$ cat src/pkg/mfc_cfg_pkg.sv
// Purpose: constants for the multifunction card configuration bank
// Assumes: two functions, byte-wide registers, one word per register
// Notes: register index = function * 8 + slot
//
// Summary of operation
// (RQ1) option bit 0 enables its function
// (RQ2) option bit 1 enables base/limit decode
// (RQ3) option bit 2 routes interrupts to line
// (RQ4) option bits 3-5 vendor defined, plain storage
// (RQ5) status bit 0 ack mode, bit 1 pending
// (RQ6) ack mode 0 means legacy interrupt signalling
// (RQ7) legacy: function clears pending when serviced
// (RQ8) ack mode 1: host acknowledge before renotify
// (RQ9) host writes 0 to pending when done
// (RQ10) after clear, renotify if any request remains
// (RQ11) pending flag aliased across legacy-mode functions; code ORs in only the routed ones
// (RQ12) four base registers and one limit each
// (RQ13) host loads bases before enabling function
// (RQ14) limit bits contiguous, power-of-two ranges
// (RQ15) absent base registers shown in presence mask
// (RQ16) at least two bases cover 64 KByte
// (RQ17) limit register optional when width fixed
// (RQ18) host runs handlers, EOI once, clears pending
// (RQ19) separate secondary structure per function
// (RQ20) each function has its own register set
// (RQ21) line is OR of routed pending requests
// (RQ22) decode hit when masked address equals base
package mfc_cfg_pkg;
  localparam int NUM_FUNC = 2;
  localparam int NUM_BASE = 4;
  localparam int ADDR_W = 5;
  localparam int IO_ADDR_W = 16;
  localparam logic [2:0] OFS_OPTION = 3'h0;
  localparam logic [2:0] OFS_STATUS = 3'h1;
  localparam logic [2:0] OFS_BASE0 = 3'h2;
  localparam logic [2:0] OFS_LIMIT = 3'h6;
  localparam logic [2:0] OFS_PRESENCE = 3'h7;
  localparam int OPT_ENABLE = 0;
  localparam int OPT_DECODE = 1;
  localparam int OPT_ROUTE = 2;
  localparam int STS_ACK_MODE = 0;
  localparam int STS_PENDING = 1;
  localparam logic [7:0] OPTION_RESET = 8'h00;
  localparam logic [7:0] STATUS_RESET = 8'h00;
  localparam logic [7:0] BASE_RESET = 8'h00;
  localparam logic [7:0] LIMIT_RESET = 8'h00;
  localparam logic [7:0] OPTION_MASK = 8'h3F;
  localparam logic [7:0] PRESENCE_MASK = 8'h0F;
endpackage : mfc_cfg_pkg

$ cat src/verilog/mfc_cfg_bank.sv
// Purpose: per-function option, status, base and limit registers with shared irq line
// Assumes: inputs synchronous to MCLK; host clears pending by writing status
// Notes: address bit 3 selects function, bits 2:0 select the register slot
module mfc_cfg_bank (
  input wire logic MCLK,
  input wire logic RST_N,
  input wire logic [mfc_cfg_pkg::ADDR_W-1:0] ADDR,
  input wire logic [7:0] WDATA,
  input wire logic WR,
  input wire logic RD,
  output logic [7:0] RDATA,
  input wire logic [mfc_cfg_pkg::NUM_FUNC-1:0] FUNC_EVENT,
  input wire logic [mfc_cfg_pkg::NUM_FUNC-1:0] FUNC_SERVICED,
  input wire logic [15:0] IO_ADDR,
  output logic [mfc_cfg_pkg::NUM_FUNC-1:0] FUNC_ENABLE,
  output logic [mfc_cfg_pkg::NUM_FUNC-1:0] FUNC_SELECT,
  output logic IREQ
);
  import mfc_cfg_pkg::*;

  logic [7:0] option [NUM_FUNC];
  logic [7:0] ack_mode_reg [NUM_FUNC];
  logic [7:0] io_base [NUM_FUNC][NUM_BASE];
  logic [7:0] io_limit [NUM_FUNC];
  logic [NUM_FUNC-1:0] pending;
  logic [NUM_FUNC-1:0] interrupt_ack_mode;
  logic [NUM_FUNC-1:0] routed;
  logic [NUM_FUNC-1:0] status_clear;
  logic legacy_pending;
  logic [7:0] next_rdata;

  function automatic logic hit(input logic [4:0] a, input int f, input logic [2:0] slot);
    hit = (a[4:3] == 2'(f)) && (a[2:0] == slot);
  endfunction : hit

  assign legacy_pending = |(pending & ~interrupt_ack_mode & routed);

  genvar g;
  generate
    for (g = 0; g < NUM_FUNC; g++) begin : gen_func
      assign interrupt_ack_mode[g] = ack_mode_reg[g][STS_ACK_MODE];
      assign routed[g] = option[g][OPT_ROUTE];
      assign status_clear[g] = WR && hit(ADDR, g, OFS_STATUS) && !WDATA[STS_PENDING];

      // (RQ1) own enable bit, (RQ4) vendor bits kept
      always_ff @(posedge MCLK) begin
        if (!RST_N) begin
          option[g] <= OPTION_RESET;
        end else if (WR && hit(ADDR, g, OFS_OPTION)) begin
          option[g] <= WDATA & OPTION_MASK;
        end
      end

      // (RQ5) ack mode held in bit 0
      always_ff @(posedge MCLK) begin
        if (!RST_N) begin
          ack_mode_reg[g] <= STATUS_RESET;
        end else if (WR && hit(ADDR, g, OFS_STATUS)) begin
          ack_mode_reg[g] <= {7'h00, WDATA[STS_ACK_MODE]};
        end
      end

      // (RQ6) (RQ7) legacy clear by function; (RQ8) ack mode needs host clear
      // (RQ10) event beats clear so request renotifies
      always_ff @(posedge MCLK) begin
        if (!RST_N) begin
          pending[g] <= 1'b0;
        end else if (FUNC_EVENT[g]) begin
          pending[g] <= 1'b1;
        end else if (!interrupt_ack_mode[g] && FUNC_SERVICED[g]) begin
          pending[g] <= 1'b0;
        end else if (status_clear[g]) begin
          pending[g] <= 1'b0;
        end
      end

      // (RQ12) four bases and a limit; (RQ20) per function
      for (genvar b = 0; b < NUM_BASE; b++) begin : gen_base
        always_ff @(posedge MCLK) begin
          if (!RST_N) begin
            io_base[g][b] <= BASE_RESET;
          end else if (WR && hit(ADDR, g, OFS_BASE0 + 3'(b))) begin
            io_base[g][b] <= WDATA;
          end
        end

        // (RQ12) base write lands
        base_write_a: assert property (@(posedge MCLK) disable iff (!RST_N)
          (WR && hit(ADDR, g, OFS_BASE0 + 3'(b)))
          |=> io_base[g][b] == $past(WDATA))
          else $error("base write lost");

        // (RQ20) base untouched by other accesses
        base_hold_a: assert property (@(posedge MCLK) disable iff (!RST_N)
          !(WR && hit(ADDR, g, OFS_BASE0 + 3'(b)))
          |=> $stable(io_base[g][b]))
          else $error("base changed unasked");

        // (RQ12) base reads back
        base_read_a: assert property (@(posedge MCLK) disable iff (!RST_N)
          (RD && hit(ADDR, g, OFS_BASE0 + 3'(b)))
          |=> RDATA == $past(io_base[g][b]))
          else $error("base read wrong");
      end

      // (RQ17) limit present in every configuration
      // (RQ14) limit kept contiguous: fill below top set bit
      always_ff @(posedge MCLK) begin
        if (!RST_N) begin
          io_limit[g] <= LIMIT_RESET;
        end else if (WR && hit(ADDR, g, OFS_LIMIT)) begin
          io_limit[g] <= WDATA | (WDATA >> 1) | (WDATA >> 2) | (WDATA >> 3)
            | (WDATA >> 4) | (WDATA >> 5) | (WDATA >> 6) | (WDATA >> 7);
        end
      end

      // (RQ22) masked compare; (RQ2) decode only with bit 1
      assign FUNC_SELECT[g] = option[g][OPT_ENABLE] && option[g][OPT_DECODE]
        && ((IO_ADDR & ~{8'h00, io_limit[g]})
          == ({io_base[g][1], io_base[g][0]} & ~{8'h00, io_limit[g]}));
      assign FUNC_ENABLE[g] = option[g][OPT_ENABLE];

      // checks below repeat for every function
      // (RQ4) option write keeps six low bits
      opt_write_a: assert property (@(posedge MCLK) disable iff (!RST_N)
        (WR && hit(ADDR, g, OFS_OPTION))
        |=> option[g] == ($past(WDATA) & OPTION_MASK))
        else $error("option write lost");

      // (RQ1) enable output follows bit 0
      opt_enable_a: assert property (@(posedge MCLK) disable iff (!RST_N)
        (WR && hit(ADDR, g, OFS_OPTION))
        |=> FUNC_ENABLE[g] == $past(WDATA[OPT_ENABLE]))
        else $error("enable not written");

      // (RQ20) option untouched by other accesses
      opt_hold_a: assert property (@(posedge MCLK) disable iff (!RST_N)
        !(WR && hit(ADDR, g, OFS_OPTION))
        |=> $stable(option[g]))
        else $error("option changed unasked");

      // (RQ4) bits above vendor field stay zero
      vendor_top_a: assert property (@(posedge MCLK) disable iff (!RST_N)
        (option[g] & ~OPTION_MASK) == 8'h00)
        else $error("option top bits set");

      // (RQ5) ack mode write lands
      ack_write_a: assert property (@(posedge MCLK) disable iff (!RST_N)
        (WR && hit(ADDR, g, OFS_STATUS))
        |=> interrupt_ack_mode[g] == $past(WDATA[STS_ACK_MODE]))
        else $error("ack mode write lost");

      // (RQ20) ack mode untouched by other accesses
      status_hold_a: assert property (@(posedge MCLK) disable iff (!RST_N)
        !(WR && hit(ADDR, g, OFS_STATUS))
        |=> $stable(interrupt_ack_mode[g]))
        else $error("ack mode changed unasked");

      // (RQ10) event always raises pending
      event_set_a: assert property (@(posedge MCLK) disable iff (!RST_N)
        FUNC_EVENT[g]
        |=> pending[g])
        else $error("event not latched");

      // (RQ6) pending rises only on an event
      no_event_a: assert property (@(posedge MCLK) disable iff (!RST_N)
        (!pending[g] && !FUNC_EVENT[g])
        |=> !pending[g])
        else $error("pending without event");

      // (RQ8) host zero write clears pending
      host_clear_a: assert property (@(posedge MCLK) disable iff (!RST_N)
        (WR && hit(ADDR, g, OFS_STATUS) && !WDATA[STS_PENDING] && !FUNC_EVENT[g])
        |=> !pending[g])
        else $error("host clear ignored");

      // (RQ5) writing one leaves pending alone
      write_one_a: assert property (@(posedge MCLK) disable iff (!RST_N)
        (pending[g] && interrupt_ack_mode[g] && WR && hit(ADDR, g, OFS_STATUS)
          && WDATA[STS_PENDING])
        |=> pending[g])
        else $error("pending lost on write one");

      // (RQ8) service alone cannot end ack-mode request
      ack_service_a: assert property (@(posedge MCLK) disable iff (!RST_N)
        (pending[g] && interrupt_ack_mode[g] && FUNC_SERVICED[g] && !WR)
        |=> pending[g])
        else $error("ack pending dropped by service");

      // (RQ7) legacy service clears pending
      legacy_svc_a: assert property (@(posedge MCLK) disable iff (!RST_N)
        (!interrupt_ack_mode[g] && FUNC_SERVICED[g] && !FUNC_EVENT[g])
        |=> !pending[g])
        else $error("legacy service ignored");

      // (RQ21) routed event reaches the line
      route_event_a: assert property (@(posedge MCLK) disable iff (!RST_N)
        (FUNC_EVENT[g] && routed[g] && !WR)
        |=> IREQ)
        else $error("routed event missing on line");

      // (RQ14) every written limit bit kept
      limit_keep_a: assert property (@(posedge MCLK) disable iff (!RST_N)
        (WR && hit(ADDR, g, OFS_LIMIT))
        |=> (io_limit[g] & $past(WDATA)) == $past(WDATA))
        else $error("limit bit dropped");

      // (RQ14) range always a power of two
      limit_fill_a: assert property (@(posedge MCLK) disable iff (!RST_N)
        (io_limit[g] & (io_limit[g] + 8'h01)) == 8'h00)
        else $error("limit has a gap");

      // (RQ20) limit untouched by other accesses
      limit_hold_a: assert property (@(posedge MCLK) disable iff (!RST_N)
        !(WR && hit(ADDR, g, OFS_LIMIT))
        |=> $stable(io_limit[g]))
        else $error("limit changed unasked");

      // (RQ22) exact base address always hits
      select_exact_a: assert property (@(posedge MCLK) disable iff (!RST_N)
        (option[g][OPT_ENABLE] && option[g][OPT_DECODE]
          && IO_ADDR == {io_base[g][1], io_base[g][0]})
        |-> FUNC_SELECT[g])
        else $error("base address missed");

      // (RQ22) limit never masks upper lines
      select_high_a: assert property (@(posedge MCLK) disable iff (!RST_N)
        FUNC_SELECT[g]
        |-> IO_ADDR[15:8] == io_base[g][1])
        else $error("upper address ignored");

      // (RQ2) decode needs enable and bit 1
      select_gate_a: assert property (@(posedge MCLK) disable iff (!RST_N)
        (!FUNC_ENABLE[g] || !option[g][OPT_DECODE])
        |-> !FUNC_SELECT[g])
        else $error("select without decode enable");

      // (RQ4) option reads back
      opt_read_a: assert property (@(posedge MCLK) disable iff (!RST_N)
        (RD && hit(ADDR, g, OFS_OPTION))
        |=> RDATA == $past(option[g]))
        else $error("option read wrong");

      // (RQ5) ack-mode function shows own pending
      ack_view_a: assert property (@(posedge MCLK) disable iff (!RST_N)
        (RD && hit(ADDR, g, OFS_STATUS) && interrupt_ack_mode[g])
        |=> RDATA[STS_PENDING] == $past(pending[g]))
        else $error("own pending not shown");

      // (RQ11) legacy function sees the other's request
      alias_view_a: assert property (@(posedge MCLK) disable iff (!RST_N)
        (RD && hit(ADDR, g, OFS_STATUS) && !interrupt_ack_mode[g]
          && !interrupt_ack_mode[1-g] && pending[1-g] && routed[1-g])
        |=> RDATA[STS_PENDING])
        else $error("aliased pending not shown");

      // (RQ5) ack mode reads back in bit 0
      status_mode_a: assert property (@(posedge MCLK) disable iff (!RST_N)
        (RD && hit(ADDR, g, OFS_STATUS))
        |=> RDATA[STS_ACK_MODE] == $past(interrupt_ack_mode[g]))
        else $error("ack mode read wrong");

      // (RQ14) limit reads back filled
      limit_read_a: assert property (@(posedge MCLK) disable iff (!RST_N)
        (RD && hit(ADDR, g, OFS_LIMIT))
        |=> RDATA == $past(io_limit[g]))
        else $error("limit read wrong");

      // (RQ15) presence mask reads constant
      presence_read_a: assert property (@(posedge MCLK) disable iff (!RST_N)
        (RD && hit(ADDR, g, OFS_PRESENCE))
        |=> RDATA == PRESENCE_MASK)
        else $error("presence read wrong");
    end
  endgenerate

  // (RQ3) (RQ21) line is OR of routed pending
  assign IREQ = |(pending & routed);

  // read mux, one cycle latency; unmapped slots read zero
  always_comb begin
    next_rdata = 8'h00;
    for (int f = 0; f < NUM_FUNC; f++) begin
      if (hit(ADDR, f, OFS_OPTION)) begin
        next_rdata = option[f];
      end else if (hit(ADDR, f, OFS_STATUS)) begin
        // (RQ11) legacy functions see aliased pending
        next_rdata = {6'h00,
          interrupt_ack_mode[f] ? pending[f] : legacy_pending, interrupt_ack_mode[f]};
      end else if (hit(ADDR, f, OFS_LIMIT)) begin
        next_rdata = io_limit[f];
      end else if (hit(ADDR, f, OFS_PRESENCE)) begin
        // (RQ15) (RQ16) (RQ19) presence of all bases reported
        next_rdata = PRESENCE_MASK;
      end else begin
        for (int b = 0; b < NUM_BASE; b++) begin
          if (hit(ADDR, f, OFS_BASE0 + 3'(b))) begin
            next_rdata = io_base[f][b];
          end
        end
      end
    end
  end

  always_ff @(posedge MCLK) begin
    if (!RST_N) begin
      RDATA <= 8'h00;
    end else begin
      RDATA <= RD ? next_rdata : 8'h00;
    end
  end

  // (RQ21) line follows routed pending
  irq_or_a: assert property (@(posedge MCLK) disable iff (!RST_N)
    IREQ == |(pending & routed)) else $error("irq line mismatch");

  // (RQ8) ack-mode pending survives service strobe
  ack_hold_a: assert property (@(posedge MCLK) disable iff (!RST_N)
    (pending[0] && interrupt_ack_mode[0] && !status_clear[0])
      |=> pending[0]) else $error("ack mode pending lost");

  // (RQ7) legacy service clears pending
  legacy_clear_a: assert property (@(posedge MCLK) disable iff (!RST_N)
    (!interrupt_ack_mode[0] && FUNC_SERVICED[0] && !FUNC_EVENT[0])
      |=> !pending[0]) else $error("legacy clear failed");

  // (RQ10) event wins over host clear
  event_wins_a: assert property (@(posedge MCLK) disable iff (!RST_N)
    (FUNC_EVENT[1] && status_clear[1]) |=> pending[1]) else $error("event lost");

  // (RQ1) disabled function never selected
  enable_gate_a: assert property (@(posedge MCLK) disable iff (!RST_N)
    !option[0][OPT_ENABLE] |-> !FUNC_SELECT[0]) else $error("select while disabled");

  // (RQ2) no decode without bit 1
  decode_gate_a: assert property (@(posedge MCLK) disable iff (!RST_N)
    !option[1][OPT_DECODE] |-> !FUNC_SELECT[1]) else $error("decode without enable");

  // (RQ3) unrouted function never drives line
  route_gate_a: assert property (@(posedge MCLK) disable iff (!RST_N)
    (!routed[0] && !(pending[1] && routed[1])) |-> !IREQ) else $error("unrouted irq");

  // (RQ14) limit stays contiguous
  limit_shape_a: assert property (@(posedge MCLK) disable iff (!RST_N)
    ((io_limit[0] & (io_limit[0] + 8'h01)) == 8'h00)) else $error("limit not contiguous");

  // (RQ5) status read returns ack mode in bit 0
  status_read_a: assert property (@(posedge MCLK) disable iff (!RST_N)
    (RD && hit(ADDR, 0, OFS_STATUS)) |=> RDATA[0] == $past(interrupt_ack_mode[0]))
    else $error("status read wrong");

  // read data returns to zero without a read
  rdata_idle_a: assert property (@(posedge MCLK) disable iff (!RST_N)
    !RD
    |=> RDATA == 8'h00)
    else $error("read data left standing");

  // unmapped reads return zero
  unmapped_read_a: assert property (@(posedge MCLK) disable iff (!RST_N)
    (RD && ADDR[4])
    |=> RDATA == 8'h00)
    else $error("unmapped read not zero");

  // (RQ5) status bits above pending read zero
  status_upper_a: assert property (@(posedge MCLK) disable iff (!RST_N)
    (RD && !ADDR[4] && ADDR[2:0] == OFS_STATUS)
    |=> RDATA[7:2] == 6'h00)
    else $error("status upper bits set");

  // (RQ20) unmapped writes leave option and limit registers unchanged
  unmapped_write_a: assert property (@(posedge MCLK) disable iff (!RST_N)
    (WR && ADDR[4])
    |=> $stable(option[0]) && $stable(option[1]) && $stable(io_limit[0]) && $stable(io_limit[1]))
    else $error("unmapped write landed");

  // (RQ21) line stays low without a routed request
  irq_low_a: assert property (@(posedge MCLK) disable iff (!RST_N)
    ((pending & routed) == 2'b00 && (FUNC_EVENT & routed) == 2'b00 && !WR)
    |=> !IREQ)
    else $error("line raised without request");
endmodule : mfc_cfg_bank
$ cat config.mk
export PLATFORM = sky130hd
export DESIGN_NAME = mfc_cfg_bank
export DESIGN_NICKNAME = d
export VERILOG_FILES = /design/src/pkg/mfc_cfg_pkg.sv /design/src/verilog/mfc_cfg_bank.sv
export SDC_FILE = /design/constraint.sdc
export NUM_CORES = 1
export LEC_CHECK = 0
export ABC_CLOCK_PERIOD_IN_PS = 3600
export BUFFER_PORTS_ARGS = -buffer_cell sky130_fd_sc_hd__buf_2
export CAP_MARGIN = 20
export CORE_MARGIN = 2
export CORE_UTILIZATION = 35
export CTS_BUF_LIST = sky130_fd_sc_hd__clkbuf_4
export CTS_CLUSTER_SIZE = 30
export DETAILED_ROUTE_END_ITERATION = 7
export PLACE_DENSITY_LB_ADDON = 0.2
export RECOVER_POWER = 25
export SKIP_CTS_REPAIR_TIMING = 1
export SLEW_MARGIN = 15
export SYNTH_ARGS = -nofsm -noshare
export SYNTH_HDL_FRONTEND = slang
export SYNTH_SLANG_ARGS = --single-unit
$ cat constraint.sdc
create_clock -name MCLK -period 3.6 [get_ports MCLK]
set_input_delay 0.72 -clock MCLK [delete_from_list [all_inputs] [get_ports MCLK]]
set_output_delay 0.72 -clock MCLK [all_outputs]
set_load 0.05 [all_outputs]
# Word-level counts from Yosys, hierarchy flattened
# Memories as Yosys holds them, arrays and structs flattened.
# Cells that the tools add are included.
[op_classes] addsub=0 multipliers=0 div_mod_pow=0 order_cmp=0 eq_ne=10 shift=0 mux=81 bitwise=31 reduce_logical=48
[ops] cell="8-bit 2-to-1 mux" count=26
[ops] cell="16-bit AND" count=4
[ops] cell="1-bit 2-to-1 mux" count=53
[ops] cell="1-bit logical AND" count=38
[ops] cell="16-bit equality test" count=2
[ops] cell="8-bit inverter with 16-bit output" count=2
[ops] cell="1-bit OR" count=14
[ops] cell="3-bit equality test (second input constant)" count=4
[ops] cell="6-bit 2-to-1 mux" count=2
[ops] cell="8-bit by 1-bit OR with 8-bit output" count=1
[ops] cell="8-bit by 2-bit OR with 8-bit output" count=1
[ops] cell="8-bit by 3-bit OR with 8-bit output" count=1
[ops] cell="8-bit by 4-bit OR with 8-bit output" count=1
[ops] cell="8-bit by 5-bit OR with 8-bit output" count=1
[ops] cell="8-bit by 6-bit OR with 8-bit output" count=1
[ops] cell="8-bit by 7-bit OR with 8-bit output" count=1
[ops] cell="2-bit AND" count=3
[ops] cell="3-bit by 2-bit equality test with 1-bit output (second input constant)" count=2
[ops] cell="3-bit nonzero test" count=2
[ops] cell="2-bit OR reduction" count=2
[ops] cell="3-bit by 1-bit equality test with 1-bit output (second input constant)" count=1
[ops] cell="1-bit logical NOT" count=3
[ops] cell="3-bit logical NOT" count=1
[ops] cell="2-bit by 1-bit equality test with 1-bit output (second input constant)" count=1
[ops] cell="3 further kinds" count=3
[word_totals] ff_bits=10 latchBits=0 mem_bits_rw=94 rom_bits=0 elab_cells=177 memories=4
[memory_table] memory="io_base" words=2 width=32 read_ports=2 rd_clocked_by_memory_dff=0 write_ports=2 line_no="mfc_cfg_bank.sv:23" rtl="logic [7:0] io_base [NUM_FUNC][NUM_BASE];"
[memory_table] memory="io_limit" words=2 width=8 read_ports=2 rd_clocked_by_memory_dff=0 write_ports=2 line_no="mfc_cfg_bank.sv:24" rtl="logic [7:0] io_limit [NUM_FUNC];"
[memory_table] memory="option" words=2 width=6 read_ports=2 rd_clocked_by_memory_dff=0 write_ports=2 line_no="mfc_cfg_bank.sv:21" rtl="logic [7:0] option [NUM_FUNC];"
[memory_table] memory="ack_mode_reg" words=2 width=1 read_ports=2 rd_clocked_by_memory_dff=0 write_ports=2 line_no="mfc_cfg_bank.sv:22" rtl="logic [7:0] ack_mode_reg [NUM_FUNC];"

# Logic depth before layout (Yosys ltp)
[logic_depth] word_depth=18 depth_mapped=8 depth_no_buf=5

# Worst setup path after synthesis
# OpenSTA, ideal clock, no wires.
[synth_timing] path_type="input port to output port" from="input IO_ADDR[6]" to="output FUNC_SELECT[0] (netlist bit)" arrival_ns=2.482 required_time_ns=2.880 path_slack_ns=0.398 stages=4 path_buffers=0 path_cell_list="xnor2_1 o22ai_1 or4_1 nor3_1"
[synth_between] elab_chain_len=3
[synth_rtl] element="from (decl)" line_no="mfc_cfg_bank.sv:14" rtl="input wire logic [15:0] IO_ADDR,"
[synth_rtl] element="16-bit AND" line_no="mfc_cfg_bank.sv:119" rtl="&& ((IO_ADDR & ~{8'h00, io_limit[g]})"
[synth_rtl] element="16-bit equality test" line_no="mfc_cfg_bank.sv:120" rtl="== ({io_base[g][1], io_base[g][0]} & ~{8'h00, io_limit[g]}));"
[synth_rtl] element="1-bit logical AND" line_no="mfc_cfg_bank.sv:119"
[synth_rtl] element="to (decl)" line_no="mfc_cfg_bank.sv:16" rtl="output logic [mfc_cfg_pkg::NUM_FUNC-1:0] FUNC_SELECT,"
# Every way passes these cells.

==> results_dict.tcl <==
set metrics [dict create \
    avgViaCountPerCell 5.62 \
    clock_power_share 0.283 \
    setup_viol 0 \
    dpl-instance-area_um2 6070 \
    core_area_um2 15800 \
    synth_seq_cells 104 \
    ys_types 60 \
    numPortBuffers 49 \
    max_slew_margin 0.239 \
    path_cells "xnor2_1 > o22ai_1 > or4_1 > nor3_1 > buf_2" \
    syn_nets 569 \
    pwr-share-seq 0.583 \
    sw_frac_of_total 0.279 \
    nets 611 \
    skew_ns 0.0269 \
    grt_max_degree 33 \
    ys.flop_type "edfxtp_1" \
    critical_path.max_fanout 2 \
    syn_area_um2 5600 \
    cts_max_path_buffers 2 \
    cts_buffers 9 \
    grt_use_met1 0.294 \
    finalSetupTns_ns 0 \
    p_switching_w 0.000688 \
    clkLatencyLatePin_ns 0.52 \
    cts_root_buffer "clkbuf_4" \
    start_kind "flop" \
    avgSynthCellArea_um2 10.5 \
    largestRegisters "io_base x64, io_limit x16, option x12" \
    grtUsageMet3 0.0582 \
    met2_usage 0.354 \
    antenna_left 0 \
    internal_power_w 0.00177 \
    die_w_um 131 \
    status "completed" \
    die_h_um 131 \
    placementRows 46 \
    htree_num_levels 3 \
    cpMaxStageDelayCell "edfxtp_1" \
    end_kind "output port" \
    clk_pin_slew_worst_paths_ns 0.15 \
    multi_input_area_um2 2360 \
    hold_violations 0 \
    cp.arrival_ns 2.36 \
    finalMaxSlewViolations 0 \
    grt_use_total 0.225 \
    fillers 1622 \
    finalInstanceArea_um2 6220 \
    area_growth_pct 10.9 \
    vias 4468 \
    place.gp.congestion 1.02 \
    rsz0062_at_grt "false" \
    critPathKind "reg -> out" \
    wl_per_cell_um 23.1 \
    first_iter_violations 419 \
    grt_pass1_wl_um 27300 \
    hold_path_class "in -> reg" \
    power_density_nw_per_um2 396 \
    netlist.top_cell.by_area "edfxtp_1" \
    fin_crit_ns 3.08 \
    combPwrFrac 0.134 \
    postSynthCellCount 532 \
    start_util 0.355 \
    first_pass_iters 5 \
    crit_buf_inv 1 \
    pin_count 50 \
    synth_edf_count 93 \
    synth.area.top_cells "edfxtp_1 50%, and2_1 4.9%, dfxtp_1 3.9%" \
    finalWirelength_um 18400 \
    path_delay_family "simple AND/OR/NAND/NOR gates" \
    grt.overflow.total 0 \
    synth_top_area_frac 0.498 \
    timing.max_cap.violations 0 \
    die_area_um2 17000 \
    tightest_slew_ns 1.14 \
    vdd.ir_drop.worst_mv 0.249 \
    regArea_um2 3010 \
    grt_pass1_vias 4441 \
    p_leak_nw 2.20 \
    antenna_found_initial 0 \
    largest_register_ffs 64 \
    async_flop_share 0 \
    max_stage_delay_ns 0.54 \
    period_share 0.857 \
    drc 0 \
    hpwl_um 13700 \
    drive_above_1_share 0.154 \
    clock.fmax_mhz 324 \
    regMostFlops "io_base" \
    critical_path_required_ns 2.88 \
    top_usage_layer "met2" \
    yosysSeqAreaShare 0.538 \
    tritoncts "yes" \
    yosys_warnings 0 \
    cts.sinks 104 \
]
routing by layer:
layer	up-vias	wire, um
li1	2047	-
met1	2183	7840
met2	194	8500
met3	44	1310
met4	0	743
met5	-	0
Yosys cell counts, drive strengths merged, types with 2 or more instances:
cell     count
o21a         6
a32oi        4
nor3        24
mux2i       13
a2bb2oi      2
a32o         2
inv          7
edfxtp      93
xnor2       24
a22oi        2
nor2b        9
a21oi       18
nand4        7
nand3b       3
o22ai       11
a211oi       3
o311ai       3
dfxtp       11
or4          2
nor2        53
and3        18
o2111ai      3
mux2         2
o32a         2
a22o         2
a31oi        2
nand2b       4
o31ai        3
clkbuf      15
nand2       35
o221a        3
or3          4
o22a         2
nand3        5
o221ai       3
o21ai       34
xor2         8
and2        44
buf         22
clkinv       2
nor4         8
metrics by stage:
stage          total power [W]   util  setup slack, ns  instances  hold WS, ns
5_1_grt                0.00255  0.394            0.449        794        0.402
3_5_place_dp           0.00179  0.385            0.748        779        0.581
2_1_floorplan          0.00164      -            0.398        532        0.507
6_report               0.00246  0.394            0.515        795        0.413
3_3_place_gp           0.00179  0.385            0.722        779        0.564
4_1_cts                0.00247  0.395            0.482        794        0.385
power by group through the flow:
stage	Combinational (W)	Sequential (W)	Clock, W
after floorplan	0.000203	0.00144	0
after global placement	0.000326	0.00146	0
after detailed placement	0.000328	0.00146	0
after CTS	0.000329	0.00143	0.000711
after global routing	0.000355	0.00144	0.000752
final	0.000330	0.00143	0.000697
cells by family (layout without fill, tap and decap cells):
group,count (synthesis),count (layout),share of synthesized area
compound gates,114,114,0.138
xor+xnor,32,32,0.0500
buf+inv,46,92,0.0400
flops,104,104,0.538
mux,15,15,0.0272
other cells,0,1,0
simple gates,221,221,0.207
layout by cell type (no fill, tap or decap), drive strengths merged, types with 4 or more instances in the layout:
cell    instances
nand3           5
edfxtp         93
o21a            6
clkbuf         14
or3             4
nand4           7
nor2           53
nor3           24
and3           18
mux2i          13
xor2            8
o21ai          34
a32oi           4
xnor2          24
nand2          35
nor2b           9
a21oi          18
o22ai          11
dfxtp          11
nand2b          4
nor4            8
inv             9
buf            63
and2           44
final cells by class:
class                           count  area share
Clock inverter                      6      0.0149
Antenna cell                        1    0.000403
Inverter                            9     0.00543
Sequential cell                   104       0.485
Timing Repair Buffer               68      0.0598
Tap cell                          216      0.0435
Clock buffer                        9      0.0109
Multi-Input combinational cell    382       0.380
worst paths after layout:
check,start,end,slack (ns),depth (start not counted)
worst max register to register,io_limit[0][4],RDATA[4],1.90,5
worst min-delay path,FUNC_EVENT[1],pending[1],0.41,2
worst min register to register,option[1][5],RDATA[5],0.63,2
worst max-delay path,io_base[0][27],FUNC_SELECT[0],0.52,5
Note: power is estimated with default switching activity, not from simulation.
